`src/shared/bit_test_set_pkg.sv`:
```
// constants, field layouts and timing for the bit test / bit set datapath
package bit_test_set_pkg;

    // opcode prefix bytes and fields
    localparam logic [7:0] PFX_CB     = 8'hcb;
    localparam logic [7:0] PFX_X      = 8'hdd;
    localparam logic [7:0] PFX_Y      = 8'hfd;
    localparam logic [1:0] GRP_TEST   = 2'b01;
    localparam logic [1:0] GRP_SET    = 2'b11;
    localparam logic [2:0] CODE_MEM   = 3'b110;
    localparam logic [2:0] SLOT_FLAGS = 3'b110;

    // flag bit positions inside the flag byte
    localparam int FLAG_C  = 0;
    localparam int FLAG_N  = 1;
    localparam int FLAG_PV = 2;
    localparam int FLAG_H  = 4;
    localparam int FLAG_Z  = 6;
    localparam int FLAG_S  = 7;

    // register byte offsets on the bus
    localparam logic [7:0] OFS_GP_LO  = 8'h00;
    localparam logic [7:0] OFS_GP_HI  = 8'h04;
    localparam logic [7:0] OFS_PTR    = 8'h08;
    localparam logic [7:0] OFS_INDEX  = 8'h0c;
    localparam logic [7:0] OFS_INSTR  = 8'h10;
    localparam logic [7:0] OFS_CTRL   = 8'h14;
    localparam logic [7:0] OFS_STATUS = 8'h18;

    // control and status fields
    localparam int CTRL_START  = 0;
    localparam int ST_BUSY     = 0;
    localparam int ST_DONE     = 1;
    localparam int ST_ILLEGAL  = 2;
    localparam int ST_OPND_LSB = 8;

    // reset values
    localparam logic [7:0]  RST_BYTE = 8'h00;
    localparam logic [15:0] RST_WORD = 16'h0000;
    localparam logic [31:0] RST_DATA = 32'h0000_0000;

    // t states per machine cycle, first machine cycle in the low three bits
    localparam logic [14:0] SEQ_REG      = {3'h0, 3'h0, 3'h0, 3'h4, 3'h4};
    localparam logic [14:0] SEQ_PTR_TEST = {3'h0, 3'h0, 3'h4, 3'h4, 3'h4};
    localparam logic [14:0] SEQ_PTR_SET  = {3'h0, 3'h3, 3'h4, 3'h4, 3'h4};
    localparam logic [14:0] SEQ_IDX_TEST = {3'h4, 3'h5, 3'h3, 3'h4, 3'h4};
    localparam logic [2:0]  MC_REG       = 3'h2;
    localparam logic [2:0]  MC_PTR_TEST  = 3'h3;
    localparam logic [2:0]  MC_PTR_SET   = 3'h4;
    localparam logic [2:0]  MC_IDX_TEST  = 3'h5;

    // machine cycle that reads or writes memory, and the t state that samples read data
    localparam logic [2:0] RD_MC_PTR = 3'h2;
    localparam logic [2:0] RD_MC_IDX = 3'h4;
    localparam logic [2:0] WR_MC_PTR = 3'h3;
    localparam logic [2:0] CAP_T     = 3'h2;

    // whole instruction lengths in t states (one t state is one clock)
    localparam logic [4:0] T_REG      = 5'h08;
    localparam logic [4:0] T_PTR_TEST = 5'h0c;
    localparam logic [4:0] T_PTR_SET  = 5'h0f;
    localparam logic [4:0] T_IDX_TEST = 5'h14;

    typedef enum {kind_bit_reg, kind_bit_ptr, kind_bit_idx, kind_set_reg, kind_set_ptr, kind_bad} kind_t;
    typedef enum {st_idle, st_run} exec_state_t;

endpackage

```
`src/logic/bit_lane.sv`:
```
// single bit pick and bit force on one operand byte
`timescale 1ns/1ps
module bit_lane #(
    parameter int WIDTH = 8
) (
    // operand and bit select
    input  wire logic [WIDTH-1:0]         data,
    input  wire logic [$clog2(WIDTH)-1:0] sel,
    // results
    output logic                          bit_val,
    output logic      [WIDTH-1:0]         set_val
);

    always_comb
    begin
        bit_val = data[sel];                        // [RQ6]
        set_val = data;
        set_val[sel] = 1'b1;                        // [RQ14]
    end

endmodule

```
`src/logic/bit_test_set_unit.sv`:
```
// bit test and bit set execution unit with an ahb-lite register slave
// Summary of operation
// [RQ1] bit test: zero flag is inverse of bit
// [RQ2] bit test sets half carry always
// [RQ3] bit test keeps carry flag
// [RQ4] bit test never writes its operand
// [RQ5] three bit select field picks bit binary
// [RQ6] bit zero is least significant
// [RQ7] pointer test reads memory, 4-4-4 t states
// [RQ8] index x test: dd cb d op, 20 t
// [RQ9] index y test: fd prefix, same timing
// [RQ10] register set forces bit, 4-4 t
// [RQ11] pointer set reads, forces, writes, 15 t
// [RQ12] bit set changes no flag
// [RQ13] set register opcode: cb, 11 b r
// [RQ14] memory set writes other bits unchanged
//
// Decided for this implementation: the register addresses and the AHB-Lite interface to the registers.
`timescale 1ns/1ps
module bit_test_set_unit (
    // clock and reset
    input  wire logic        clock,
    input  wire logic        rst_n,
    // ahb-lite slave
    input  wire logic        hsel,
    input  wire logic [31:0] haddr,
    input  wire logic [1:0]  htrans,
    input  wire logic        hwrite,
    input  wire logic [2:0]  hsize,
    input  wire logic [31:0] hwdata,
    input  wire logic        hready,
    output logic             hreadyout,
    output logic             hresp,
    output logic      [31:0] hrdata,
    // operand memory
    output logic      [15:0] mem_addr,
    output logic             mem_rd,
    output logic             mem_wr,
    output logic      [7:0]  mem_wdata,
    input  wire logic [7:0]  mem_rdata
);

    logic [7:0]  reg_bank_ff [0:7];
    logic [15:0] pointer_pair_ff;
    logic [15:0] index_x_ff;
    logic [15:0] index_y_ff;
    logic [31:0] instr_ff;
    logic        done_ff;
    logic        illegal_ff;
    logic        wr_pend_ff;
    logic        rd_pend_ff;
    logic [7:0]  bus_addr_ff;
    logic        hreadyout_ff;
    logic [31:0] hrdata_ff;
    logic [31:0] rd_mux;
    bit_test_set_pkg::exec_state_t state_ff;
    bit_test_set_pkg::kind_t kind_ff;
    logic [2:0]  mcyc_ff;
    logic [2:0]  tcnt_ff;
    logic [2:0]  sel_ff;
    logic [2:0]  slot_ff;
    logic [7:0]  opnd_ff;
    logic [15:0] mem_addr_ff;
    logic        mem_rd_ff;
    logic        mem_wr_ff;
    logic [7:0]  mem_wdata_ff;
    logic [4:0]  run_len_ff;

    bit_test_set_pkg::kind_t dec_kind;
    logic [7:0]  dec_op;
    logic [15:0] dec_addr;
    logic [14:0] seq;
    logic [2:0]  mc_count;
    logic [2:0]  cur_len;
    logic        t_last;
    logic        m_last;
    logic        finish;
    logic        busy;
    logic        addr_ok;
    logic        start;
    logic        start_ok;
    logic        tested_bit;
    logic [7:0]  set_val;
    logic        is_test;
    logic [2:0]  rd_mc;
    logic [2:0]  nxt_mcyc;

    assign busy = (state_ff == bit_test_set_pkg::st_run);

    // ahb address phase, one wait state on reads so data reflects the previous write
    assign addr_ok = hsel && htrans[1] && hready;
    always_ff @(posedge clock)
    begin
        if (!rst_n)
        begin
            wr_pend_ff   <= 1'b0;
            rd_pend_ff   <= 1'b0;
            bus_addr_ff  <= bit_test_set_pkg::RST_BYTE;
            hreadyout_ff <= 1'b1;
            hrdata_ff    <= bit_test_set_pkg::RST_DATA;
        end
        else
        begin
            wr_pend_ff   <= addr_ok && hwrite;
            rd_pend_ff   <= addr_ok && !hwrite;
            hreadyout_ff <= !(addr_ok && !hwrite);
            if (addr_ok)
            begin
                bus_addr_ff <= haddr[7:0];
            end
            if (rd_pend_ff)
            begin
                hrdata_ff <= rd_mux;
            end
        end
    end

    always_comb
    begin
        case (bus_addr_ff)
            bit_test_set_pkg::OFS_GP_LO:
                rd_mux = {reg_bank_ff[3], reg_bank_ff[2], reg_bank_ff[1], reg_bank_ff[0]};
            bit_test_set_pkg::OFS_GP_HI:
                rd_mux = {reg_bank_ff[6], reg_bank_ff[7], reg_bank_ff[5], reg_bank_ff[4]};
            bit_test_set_pkg::OFS_PTR:    rd_mux = {16'h0000, pointer_pair_ff};
            bit_test_set_pkg::OFS_INDEX:  rd_mux = {index_y_ff, index_x_ff};
            bit_test_set_pkg::OFS_INSTR:  rd_mux = instr_ff;
            bit_test_set_pkg::OFS_STATUS: rd_mux = {16'h0000, opnd_ff, 5'h00, illegal_ff, done_ff, busy};
            default:                      rd_mux = 32'h0000_0000;
        endcase
    end

    // start is refused while an instruction runs
    assign start    = wr_pend_ff && (bus_addr_ff == bit_test_set_pkg::OFS_CTRL)
                      && hwdata[bit_test_set_pkg::CTRL_START] && !busy;

    // decode: cb op, or dd/fd cb disp op
    always_comb
    begin
        dec_kind = bit_test_set_pkg::kind_bad;
        dec_op   = instr_ff[15:8];
        dec_addr = pointer_pair_ff;                                                     // [RQ7]
        if (instr_ff[7:0] == bit_test_set_pkg::PFX_CB)
        begin
            if (dec_op[7:6] == bit_test_set_pkg::GRP_TEST)
                dec_kind = (dec_op[2:0] == bit_test_set_pkg::CODE_MEM) ? bit_test_set_pkg::kind_bit_ptr
                                                                       : bit_test_set_pkg::kind_bit_reg;
            else if (dec_op[7:6] == bit_test_set_pkg::GRP_SET)                          // [RQ13]
                dec_kind = (dec_op[2:0] == bit_test_set_pkg::CODE_MEM) ? bit_test_set_pkg::kind_set_ptr
                                                                       : bit_test_set_pkg::kind_set_reg;
        end
        else if ((instr_ff[7:0] == bit_test_set_pkg::PFX_X || instr_ff[7:0] == bit_test_set_pkg::PFX_Y)
                 && instr_ff[15:8] == bit_test_set_pkg::PFX_CB)
        begin
            dec_op   = instr_ff[31:24];
            // signed displacement added to the chosen index register
            dec_addr = ((instr_ff[7:0] == bit_test_set_pkg::PFX_Y) ? index_y_ff : index_x_ff)
                       + {{8{instr_ff[23]}}, instr_ff[23:16]};                           // [RQ8] [RQ9]
            if (dec_op[7:6] == bit_test_set_pkg::GRP_TEST && dec_op[2:0] == bit_test_set_pkg::CODE_MEM)
                dec_kind = bit_test_set_pkg::kind_bit_idx;
        end
    end
    assign start_ok = start && (dec_kind != bit_test_set_pkg::kind_bad);

    // machine cycle table for the running kind
    always_comb
    begin
        case (kind_ff)
            bit_test_set_pkg::kind_bit_ptr:
            begin
                seq      = bit_test_set_pkg::SEQ_PTR_TEST;                              // [RQ7]
                mc_count = bit_test_set_pkg::MC_PTR_TEST;
            end
            bit_test_set_pkg::kind_bit_idx:
            begin
                seq      = bit_test_set_pkg::SEQ_IDX_TEST;                              // [RQ8] [RQ9]
                mc_count = bit_test_set_pkg::MC_IDX_TEST;
            end
            bit_test_set_pkg::kind_set_ptr:
            begin
                seq      = bit_test_set_pkg::SEQ_PTR_SET;                               // [RQ11]
                mc_count = bit_test_set_pkg::MC_PTR_SET;
            end
            default:
            begin
                seq      = bit_test_set_pkg::SEQ_REG;                                   // [RQ10]
                mc_count = bit_test_set_pkg::MC_REG;
            end
        endcase
    end
    assign cur_len  = seq[mcyc_ff*3 +: 3];
    assign t_last   = (tcnt_ff == cur_len - 3'h1);
    assign m_last   = (mcyc_ff == mc_count - 3'h1);
    assign finish   = busy && t_last && m_last;
    assign nxt_mcyc = mcyc_ff + 3'h1;
    assign is_test  = (kind_ff == bit_test_set_pkg::kind_bit_reg) || (kind_ff == bit_test_set_pkg::kind_bit_ptr)
                      || (kind_ff == bit_test_set_pkg::kind_bit_idx);
    assign rd_mc    = (kind_ff == bit_test_set_pkg::kind_bit_idx) ? bit_test_set_pkg::RD_MC_IDX
                                                                  : bit_test_set_pkg::RD_MC_PTR;

    // sequencer: one clock per t state
    always_ff @(posedge clock)
    begin
        if (!rst_n)
        begin
            state_ff <= bit_test_set_pkg::st_idle;
            kind_ff  <= bit_test_set_pkg::kind_bit_reg;
            mcyc_ff  <= 3'h0;
            tcnt_ff  <= 3'h0;
            sel_ff   <= 3'h0;
            slot_ff  <= 3'h0;
        end
        else
        begin
            case (state_ff)
                bit_test_set_pkg::st_idle:
                begin
                    if (start_ok)
                    begin
                        state_ff <= bit_test_set_pkg::st_run;
                        kind_ff  <= dec_kind;
                        mcyc_ff  <= 3'h0;
                        tcnt_ff  <= 3'h0;
                        sel_ff   <= dec_op[5:3];                                        // [RQ5]
                        slot_ff  <= dec_op[2:0];
                    end
                end
                bit_test_set_pkg::st_run:
                begin
                    if (t_last)
                    begin
                        tcnt_ff <= 3'h0;
                        if (m_last)
                            state_ff <= bit_test_set_pkg::st_idle;
                        else
                            mcyc_ff <= nxt_mcyc;
                    end
                    else
                        tcnt_ff <= tcnt_ff + 3'h1;
                end
                default:
                    state_ff <= bit_test_set_pkg::st_idle;
            endcase
        end
    end

    bit_lane #(.WIDTH(8)) u_lane (
        .data    (opnd_ff),
        .sel     (sel_ff),
        .bit_val (tested_bit),
        .set_val (set_val)
    );

    // memory strobes; tests never raise the write strobe
    always_ff @(posedge clock)
    begin
        if (!rst_n)
        begin
            mem_addr_ff  <= bit_test_set_pkg::RST_WORD;
            mem_rd_ff    <= 1'b0;
            mem_wr_ff    <= 1'b0;
            mem_wdata_ff <= bit_test_set_pkg::RST_BYTE;
            opnd_ff      <= bit_test_set_pkg::RST_BYTE;
        end
        else
        begin
            if (start_ok)
            begin
                mem_addr_ff <= dec_addr;
                opnd_ff     <= reg_bank_ff[dec_op[2:0]];
            end
            if (busy && t_last)
            begin
                mem_rd_ff <= !m_last && (kind_ff != bit_test_set_pkg::kind_bit_reg)
                             && (kind_ff != bit_test_set_pkg::kind_set_reg) && (nxt_mcyc == rd_mc);
                mem_wr_ff <= !m_last && (kind_ff == bit_test_set_pkg::kind_set_ptr)          // [RQ4]
                             && (nxt_mcyc == bit_test_set_pkg::WR_MC_PTR);                   // [RQ11]
                mem_wdata_ff <= set_val;                                                     // [RQ14]
            end
            // sample late in the read cycle so a registered memory has settled
            if (mem_rd_ff && tcnt_ff == bit_test_set_pkg::CAP_T)
                opnd_ff <= mem_rdata;
        end
    end

    // register bank, pointer and index registers; software writes are ignored while busy
    always_ff @(posedge clock)
    begin
        if (!rst_n)
        begin
            for (int i = 0; i < 8; i++)
                reg_bank_ff[i] <= bit_test_set_pkg::RST_BYTE;
            pointer_pair_ff <= bit_test_set_pkg::RST_WORD;
            index_x_ff      <= bit_test_set_pkg::RST_WORD;
            index_y_ff      <= bit_test_set_pkg::RST_WORD;
            instr_ff        <= bit_test_set_pkg::RST_DATA;
        end
        else if (wr_pend_ff && !busy)
        begin
            case (bus_addr_ff)
                bit_test_set_pkg::OFS_GP_LO:
                    for (int i = 0; i < 4; i++)
                        reg_bank_ff[i] <= hwdata[i*8 +: 8];
                bit_test_set_pkg::OFS_GP_HI:
                begin
                    reg_bank_ff[4] <= hwdata[7:0];
                    reg_bank_ff[5] <= hwdata[15:8];
                    reg_bank_ff[7] <= hwdata[23:16];
                    reg_bank_ff[6] <= hwdata[31:24];
                end
                bit_test_set_pkg::OFS_PTR:   pointer_pair_ff <= hwdata[15:0];
                bit_test_set_pkg::OFS_INDEX:
                begin
                    index_x_ff <= hwdata[15:0];
                    index_y_ff <= hwdata[31:16];
                end
                bit_test_set_pkg::OFS_INSTR: instr_ff <= hwdata;
                default: ;
            endcase
        end
        else if (finish && is_test)
        begin
            // carry, sign and parity keep their old value
            reg_bank_ff[bit_test_set_pkg::SLOT_FLAGS][bit_test_set_pkg::FLAG_Z] <= !tested_bit;  // [RQ1] [RQ3]
            reg_bank_ff[bit_test_set_pkg::SLOT_FLAGS][bit_test_set_pkg::FLAG_H] <= 1'b1;         // [RQ2]
            reg_bank_ff[bit_test_set_pkg::SLOT_FLAGS][bit_test_set_pkg::FLAG_N] <= 1'b0;
        end
        else if (finish && kind_ff == bit_test_set_pkg::kind_set_reg)
            reg_bank_ff[slot_ff] <= set_val;                                            // [RQ10] [RQ12]
    end

    // status flags and busy length counter
    always_ff @(posedge clock)
    begin
        if (!rst_n)
        begin
            done_ff    <= 1'b0;
            illegal_ff <= 1'b0;
            run_len_ff <= 5'h00;
        end
        else
        begin
            if (finish)
                done_ff <= 1'b1;
            else if (start)
                done_ff <= 1'b0;
            if (start)
                illegal_ff <= !start_ok;
            if (start_ok)
                run_len_ff <= 5'h00;
            else if (busy)
                run_len_ff <= run_len_ff + 5'h01;
        end
    end

    assign hreadyout = hreadyout_ff;
    assign hresp     = 1'b0;
    assign hrdata    = hrdata_ff;
    assign mem_addr  = mem_addr_ff;
    assign mem_rd    = mem_rd_ff;
    assign mem_wr    = mem_wr_ff;
    assign mem_wdata = mem_wdata_ff;

    property p_zero_flag;
        @(posedge clock) disable iff (!rst_n)
        finish && is_test |=> reg_bank_ff[6][6] == !$past(tested_bit);
    endproperty
    a_zero_flag: assert property (p_zero_flag) else $error("zero flag not inverse of tested bit"); // [RQ1]

    property p_half_carry;
        @(posedge clock) disable iff (!rst_n)
        finish && is_test |=> reg_bank_ff[6][4] && !reg_bank_ff[6][1];
    endproperty
    a_half_carry: assert property (p_half_carry) else $error("half carry not set by test"); // [RQ2]

    property p_carry_kept;
        @(posedge clock) disable iff (!rst_n)
        busy |=> $stable(reg_bank_ff[6][0]);
    endproperty
    a_carry_kept: assert property (p_carry_kept) else $error("carry changed during instruction"); // [RQ3]

    property p_test_no_write;
        @(posedge clock) disable iff (!rst_n)
        busy && is_test |-> !mem_wr_ff;
    endproperty
    a_test_no_write: assert property (p_test_no_write) else $error("write strobe during bit test"); // [RQ4]

    property p_set_reg_bit;
        @(posedge clock) disable iff (!rst_n)
        finish && kind_ff == bit_test_set_pkg::kind_set_reg |=> reg_bank_ff[$past(slot_ff)][$past(sel_ff)];
    endproperty
    a_set_reg_bit: assert property (p_set_reg_bit) else $error("selected register bit not set"); // [RQ5]

    property p_ptr_test_len;
        @(posedge clock) disable iff (!rst_n)
        $fell(busy) && kind_ff == bit_test_set_pkg::kind_bit_ptr |-> run_len_ff == 5'd12;
    endproperty
    a_ptr_test_len: assert property (p_ptr_test_len) else $error("pointer test not 12 t states"); // [RQ7]

    property p_idx_test_len;
        @(posedge clock) disable iff (!rst_n)
        $fell(busy) && kind_ff == bit_test_set_pkg::kind_bit_idx |-> run_len_ff == 5'd20;
    endproperty
    a_idx_test_len: assert property (p_idx_test_len) else $error("indexed test not 20 t states"); // [RQ8]

    property p_idx_addr;
        @(posedge clock) disable iff (!rst_n)
        $rose(busy) && kind_ff == bit_test_set_pkg::kind_bit_idx |->
            mem_addr_ff == ((instr_ff[7:0] == 8'hfd ? index_y_ff : index_x_ff) + {{8{instr_ff[23]}}, instr_ff[23:16]});
    endproperty
    a_idx_addr: assert property (p_idx_addr) else $error("indexed address wrong"); // [RQ9]

    property p_set_reg_len;
        @(posedge clock) disable iff (!rst_n)
        $fell(busy) && kind_ff == bit_test_set_pkg::kind_set_reg |-> run_len_ff == 5'd8;
    endproperty
    a_set_reg_len: assert property (p_set_reg_len) else $error("register set not 8 t states"); // [RQ10]

    property p_set_ptr_len;
        @(posedge clock) disable iff (!rst_n)
        $fell(busy) && kind_ff == bit_test_set_pkg::kind_set_ptr |-> run_len_ff == 5'd15;
    endproperty
    a_set_ptr_len: assert property (p_set_ptr_len) else $error("pointer set not 15 t states"); // [RQ11]

    property p_set_flags;
        @(posedge clock) disable iff (!rst_n)
        busy && !is_test |=> $stable(reg_bank_ff[6]);
    endproperty
    a_set_flags: assert property (p_set_flags) else $error("bit set altered flags"); // [RQ12]

    property p_write_back;
        @(posedge clock) disable iff (!rst_n)
        mem_wr_ff |-> mem_wdata_ff == (opnd_ff | (8'h01 << sel_ff));
    endproperty
    a_write_back: assert property (p_write_back) else $error("write back data wrong"); // [RQ14]

endmodule

```
`config.mk`:
```
export PLATFORM = sky130hd
export DESIGN_NAME = bit_test_set_unit
export DESIGN_NICKNAME = d
export VERILOG_FILES = /design/src/shared/bit_test_set_pkg.sv /design/src/logic/bit_lane.sv /design/src/logic/bit_test_set_unit.sv
export SDC_FILE = /design/constraint.sdc
export NUM_CORES = 1
export LEC_CHECK = 0
export BUFFER_PORTS_ARGS = -buffer_cell sky130_fd_sc_hd__buf_2
export CAP_MARGIN = 20
export CELL_PAD_IN_SITES_DETAIL_PLACEMENT = 0
export CELL_PAD_IN_SITES_GLOBAL_PLACEMENT = 1
export CORE_ASPECT_RATIO = 1.4
export CORE_MARGIN = 2
export CORE_UTILIZATION = 41
export CTS_BUF_LIST = sky130_fd_sc_hd__clkbuf_16
export CTS_CLUSTER_DIAMETER = 30
export DETAILED_ROUTE_END_ITERATION = 10
export GPL_ROUTABILITY_DRIVEN = 0
export PLACE_DENSITY_LB_ADDON = 0.1
export SETUP_SLACK_MARGIN = 0.02
export SLEW_MARGIN = 10
export SYNTH_ARGS = -nofsm -noshare
export SYNTH_HDL_FRONTEND = slang
export SYNTH_SLANG_ARGS = --single-unit
export TNS_END_PERCENT = 5
```
`constraint.sdc`:
```
create_clock -name clock -period 3.07 [get_ports clock]
set_input_delay 0.614 -clock clock [delete_from_list [all_inputs] [get_ports clock]]
set_output_delay 0.614 -clock clock [all_outputs]
set_load 0.01 [all_outputs]
```
Word-level counts from Yosys, hierarchy flattened
Memories as Yosys holds them, arrays and structs flattened. Index checks and enable logic that the tools add are counted.

Equal/unequal tests: 35. Multiplexer cells: 66. Add/sub/neg operators: 5. Shift operators: 1. Reduce and logical (&&, ||, !) cells: 46. Magnitude comparators: 2. Bitwise gates (word level): 12. Multiply operators: 1.

Operators with widths (count): $pmux W32 S6 (1); $mux W32 (4); $eq A32 B2 Y1 const B (3); $eq A32 B3 Y1 const B (3); $mux W8 (11); $eq A32 B1 Y1 const B (2); $logic_not A32 Y1 (2); $pmux W32 S2 (1); $mux W16 (3); $pmux W15 S3 (1); $mux W3 (11); $eq A32 B4 Y1 const B (1); $eq A8 B8 Y1 const B (4); $ne A32 B3 Y1 const B (1); $ne A32 B4 Y1 const B (1); $reduce_bool A32 Y1 (1); $mux W1 (27); $eq A8 B5 Y1 const B (3); $logic_and A1 B1 Y1 (22); $add A16 B16 Y16 (1); $eq A8 B4 Y1 const B (2); $shiftx A15 B6 Y3 (1); $mux W6 (2); $pmux W3 S2 (2); 25 further kinds (58).

Logic and storage cells: 191. RAM bits: 64. Bits in registers: 235. Memories kept: 1.

Memories: reg_bank_ff (words 8, bits a word 8, rd ports 9, clocked after memory_dff 0, write ports 8, RTL line bit_test_set_unit.sv:43) `logic [7:0] reg_bank_ff [0:7];`.

Logic depth before layout (Yosys ltp)
Depth after elaboration: 15. Gate-level depth with buffers: 14.

Modules after synthesis
From an unflattened synthesis, not the netlist that was laid out.

Cell total of the unflattened synthesis: 1410. Area, all modules: 12122.9 um2.

Modules (own cells, without submodules): bit_test_set_unit (sequential area each 5425.2 um2, area an instance 11939.0 um2, instances 1, cells an instance 1385); bit_lane (sequential area each 0.0 um2, area an instance 183.9 um2, instances 1, cells an instance 25).

Least setup slack after synthesis
No wires, ideal clock.

Path type: register to register. Start point: register instr_ff[1]. End point: register mem_addr_ff[10], in the netlist mem_addr[10]. Cell stages (with the launch flop): 14. Required time: 2.951 ns. Data arrival time: 3.264 ns. Setup time: 0.119 ns. Path slack: -0.314 ns. Path buffers: 1. Cell sequence: dfxtp_1 nand3b_1 nor2_1 nand2_1 clkbuf_1 mux2_2 ha_1 fa_1 a211oi_1 nor4_1 o31a_1 or3_1 nand3_1 a21oi_1.

Word-level cells in the longest chain between the ends: 7. Elaborated cells on any way between the ends: 13.

RTL lines: start: declaration (RTL line bit_test_set_unit.sv:47) `logic [31:0] instr_ff;`; start signal: assignment (RTL line bit_test_set_unit.sv:296) `instr_ff <= bit_test_set_pkg::RST_DATA;`; start signal: assignment (RTL line bit_test_set_unit.sv:317) `bit_test_set_pkg::OFS_INSTR: instr_ff <= hwdata;`; parallel branches: the longest is 7 deep, another holds $add A16 B16 Y16; end signal: assignment (RTL line bit_test_set_unit.sv:259) `mem_addr_ff <= bit_test_set_pkg::RST_WORD;`; end signal: assignment (RTL line bit_test_set_unit.sv:269) `mem_addr_ff <= dec_addr;`; end: declaration (RTL line bit_test_set_unit.sv:63) `logic [15:0] mem_addr_ff;`.

Parallel ways; which one is timed is not known. A chain may end at the register's enable or synchronous reset.

Worst setup path in the final report
Start point: register instr_ff[0]. End point: register mem_addr_ff[14], in the netlist mem_addr[14].

Same word-level chain as after synthesis.

==> results_dict.tcl <==
set metrics [dict create \
    outcome "completed" \
    wl_met2_mm 22.3 \
    skew_ns 0.0168 \
    p_leak_nw 6.01 \
    synth-edff-count 64 \
    dp_hpwl_mm 34.5 \
    syn_avg_cell_area_um2 9.00 \
    clk_latency_ns 0.56 \
    ys_seq_elements 239 \
    layout_common_cells "288 x nand2_1, 169 x dfxtp_1, 138 x a21oi_1, 112 x buf_2, 104 x buf_4" \
    via_count 11432 \
    critPathKind "flip-flop to flip-flop" \
    drv_cap 0 \
    wl_met1_mm 17.9 \
    synthFlopType "dfxtp_1" \
    cts_root_buf "clkbuf_16" \
    antenna_found_initial 0 \
    startpoint_type "flip-flop" \
    die_y_um 209 \
    cp_data_arrival_time_ns 3.43 \
    ff2ff_path_depth 13 \
    numCtsBuffers 49 \
    vias_per_cell 5.86 \
    tightest_slew_ns 0.995 \
    endpoint_kind "flip-flop" \
    htree_levels 2 \
    seq_area_frac_synth 0.442 \
    die-area_um2 31300 \
    drtIter0Drc 944 \
    hold_buffers 0 \
    synth_top_area_cell "dfxtp_1" \
    top_layer "met4" \
    synth.top_cell.area_share 0.286 \
    nFillCells 2760 \
    timing.fmax_mhz 333 \
    globalRouteOverflowTotal 0 \
    async_flop_share 0 \
    grt_max_degree 73 \
    power_mw 9.58 \
    clock_sinks 239 \
    timing.rr.end "mem_addr[14]" \
    final_common_cell "nand2_1" \
    grt_setup_unrepaired "true" \
    drtPass1Iterations 5 \
    ir_worst_vdd_v 0.000434 \
    hold_end "hreadyout" \
    grt_pass1_wl_mm 69.6 \
    worst_slack_ns 0.0708 \
    maxSlewViolCount 0 \
    worstHoldPathType "input port to flip-flop" \
    nets 1635 \
    drc_errors 0 \
    cts_tree "done" \
    startpoint "instr_ff[0]" \
    drive_above_1_share 0.275 \
    hold_viol 0 \
    syn_inst 1363 \
    cp_max_fo 5 \
    wl_mm 46.7 \
    pre_cts_ws_ns -0.0618 \
    dieWidth_um 150 \
    grt_pass1_vias 11009 \
    antenna_cells 0 \
    min_path_cells 2 \
    hold_start "hwrite" \
    p_per_area_nw_per_um2 607 \
    initial_core_util 0.418 \
    num_io_pins 142 \
    ff2ff_setup_slack_ns 0.07 \
    cts.path.max_buffers 3 \
    cts.clk_slew.worst_paths_ns 0.05 \
    core_um2 29400 \
    synth_fp_nets 1467 \
    rows 74 \
    rr_startpoint "instr_ff[0]" \
    syn_to_final_growth_pct 28.5 \
    grt_usage 0.298 \
    ant_nets 0 \
    relSlewSlack 0.337 \
    period_share 0.977 \
    finalSetupViolCount 0 \
    netlist_area_um2 12300 \
    synth_warnings 0 \
    synth_cell_types 68 \
    port_buffers 112 \
    fin_crit_ns 3.00 \
    wl_met3_mm 3.40 \
    cp.required_ns 3.50 \
    wl_per_cell_um 23.9 \
    synth.area.top_cells "dfxtp_1 29%, edfxtp_1 16%, nand2_1 8.9%" \
]
## synth_stat cells (4+ instances only)
cell type,n
a211oi_1,9
a21o_1,12
a21oi_1,145
a22oi_1,21
a2bb2oi_1,16
a311oi_1,16
a31o_2,7
a31oi_1,8
and2_1,5
and3_1,7
and4_1,4
buf_1,4
buf_2,8
clkbuf_1,88
dfxtp_1,175
edfxtp_1,64
ha_1,21
inv_1,12
mux2_2,40
mux2i_1,14
mux4_2,34
nand2_1,291
nand2b_1,7
nand3_1,29
nand3b_1,9
nand4_1,9
nor2_1,89
nor3_1,8
nor3b_1,5
o211ai_1,21
o21ai_0,85
o21bai_1,4
o22ai_1,6
o2bb2ai_1,5
o31ai_1,4
or3_1,8
or4_1,7
xnor2_1,15
xor2_1,7
## routing by layer
layer,vias up,GRT usage
li1,5295,-
met1,5463,0.362
met2,532,0.491
met3,142,0.0574
met4,0,0.169
met5,-,0
## final cells by class
class | instances | area (um2) | area share
clock buffer | 53 | 1330 | 0.0841
inverter | 13 | 51.3 | 0.00325
tap | 380 | 475 | 0.0301
sequential | 239 | 5430 | 0.344
multi-input combinational | 1006 | 6540 | 0.415
clock inverter | 39 | 484 | 0.0307
timing repair buffer | 222 | 1460 | 0.0927
## state kept, by name, indices dropped and copies added, names as in the netlist, 3 cells and up
register,count
mem_addr,16
mcyc_ff,3
slot_ff,3
opnd_ff,8
pointer_pair_ff,16
hrdata,32
instr_ff,32
mem_wdata,8
reg_bank_ff,64
bus_addr_ff,8
index_y_ff,16
kind_ff,3
sel_ff,3
tcnt_ff,3
index_x_ff,16
## critical path, stage by stage, from the launching register on
cell	delay (ns)
dfxtp_2	0.33
nand4_1	0.13
nor2_1	0.16
nand2_2	0.16
mux2_4	0.35
ha_4	0.17
fa_2	0.38
a211oi_4	0.31
nor4_4	0.10
nor2_2	0.12
a21oi_2	0.08
a221oi_2	0.28
xor2_1	0.19
o211ai_1	0.10
## report_power, final
group	leakage, nW	switching, mW	internal [mW]
sequential	2.06	0.0564	3.30
clock	0.872	1.88	3.91
combinational	3.08	0.274	0.161
## logic make-up after synthesis
kind of cell	Yosys count	share of synthesized area
DFF	239	0.442
other	1	0.000306
muxes	90	0.113
adders and majority gates	22	0.0230
AOI/OAI and AO/OA	378	0.190
buffers and inverters	118	0.0394
and+or+nand+nor	493	0.177
xor gates and xnor gates	22	0.0157
## repair_timing
action | CTS | global route
endpoints found under the setup margin | 18 | 117
setup buffers | 0 | 5
pin swaps | 0 | 15
gates resized for setup | 6 | 31
## stage by stage
stage	hold WS, ns	instance area [um2]	std cells	TNS (ns)	utilization
floorplan	0.431	12300	1363	0	-
global placement	0.440	13800	1855	-0.0334	0.469
detailed placement	0.444	13800	1855	-0.302	0.469
CTS	0.263	15600	1947	0	0.532
global route	0.285	15800	1952	-0.224	0.537
finish	0.285	15800	1952	0	0.537
## how the worst max path moves through the flow
stage / endpoint / slack, ns
3_3_place_gp: mem_addr[15] / -0.03
6_report: mem_addr[14] / 0.07
2_1_floorplan: mem_addr[10] / 0.04
4_1_cts: mem_addr[12] / 0.02
3_5_place_dp: mem_addr[15] / -0.06
5_1_grt: mem_addr[14] / -0.08
No activity file was read; power rests on OpenSTA's default activity.
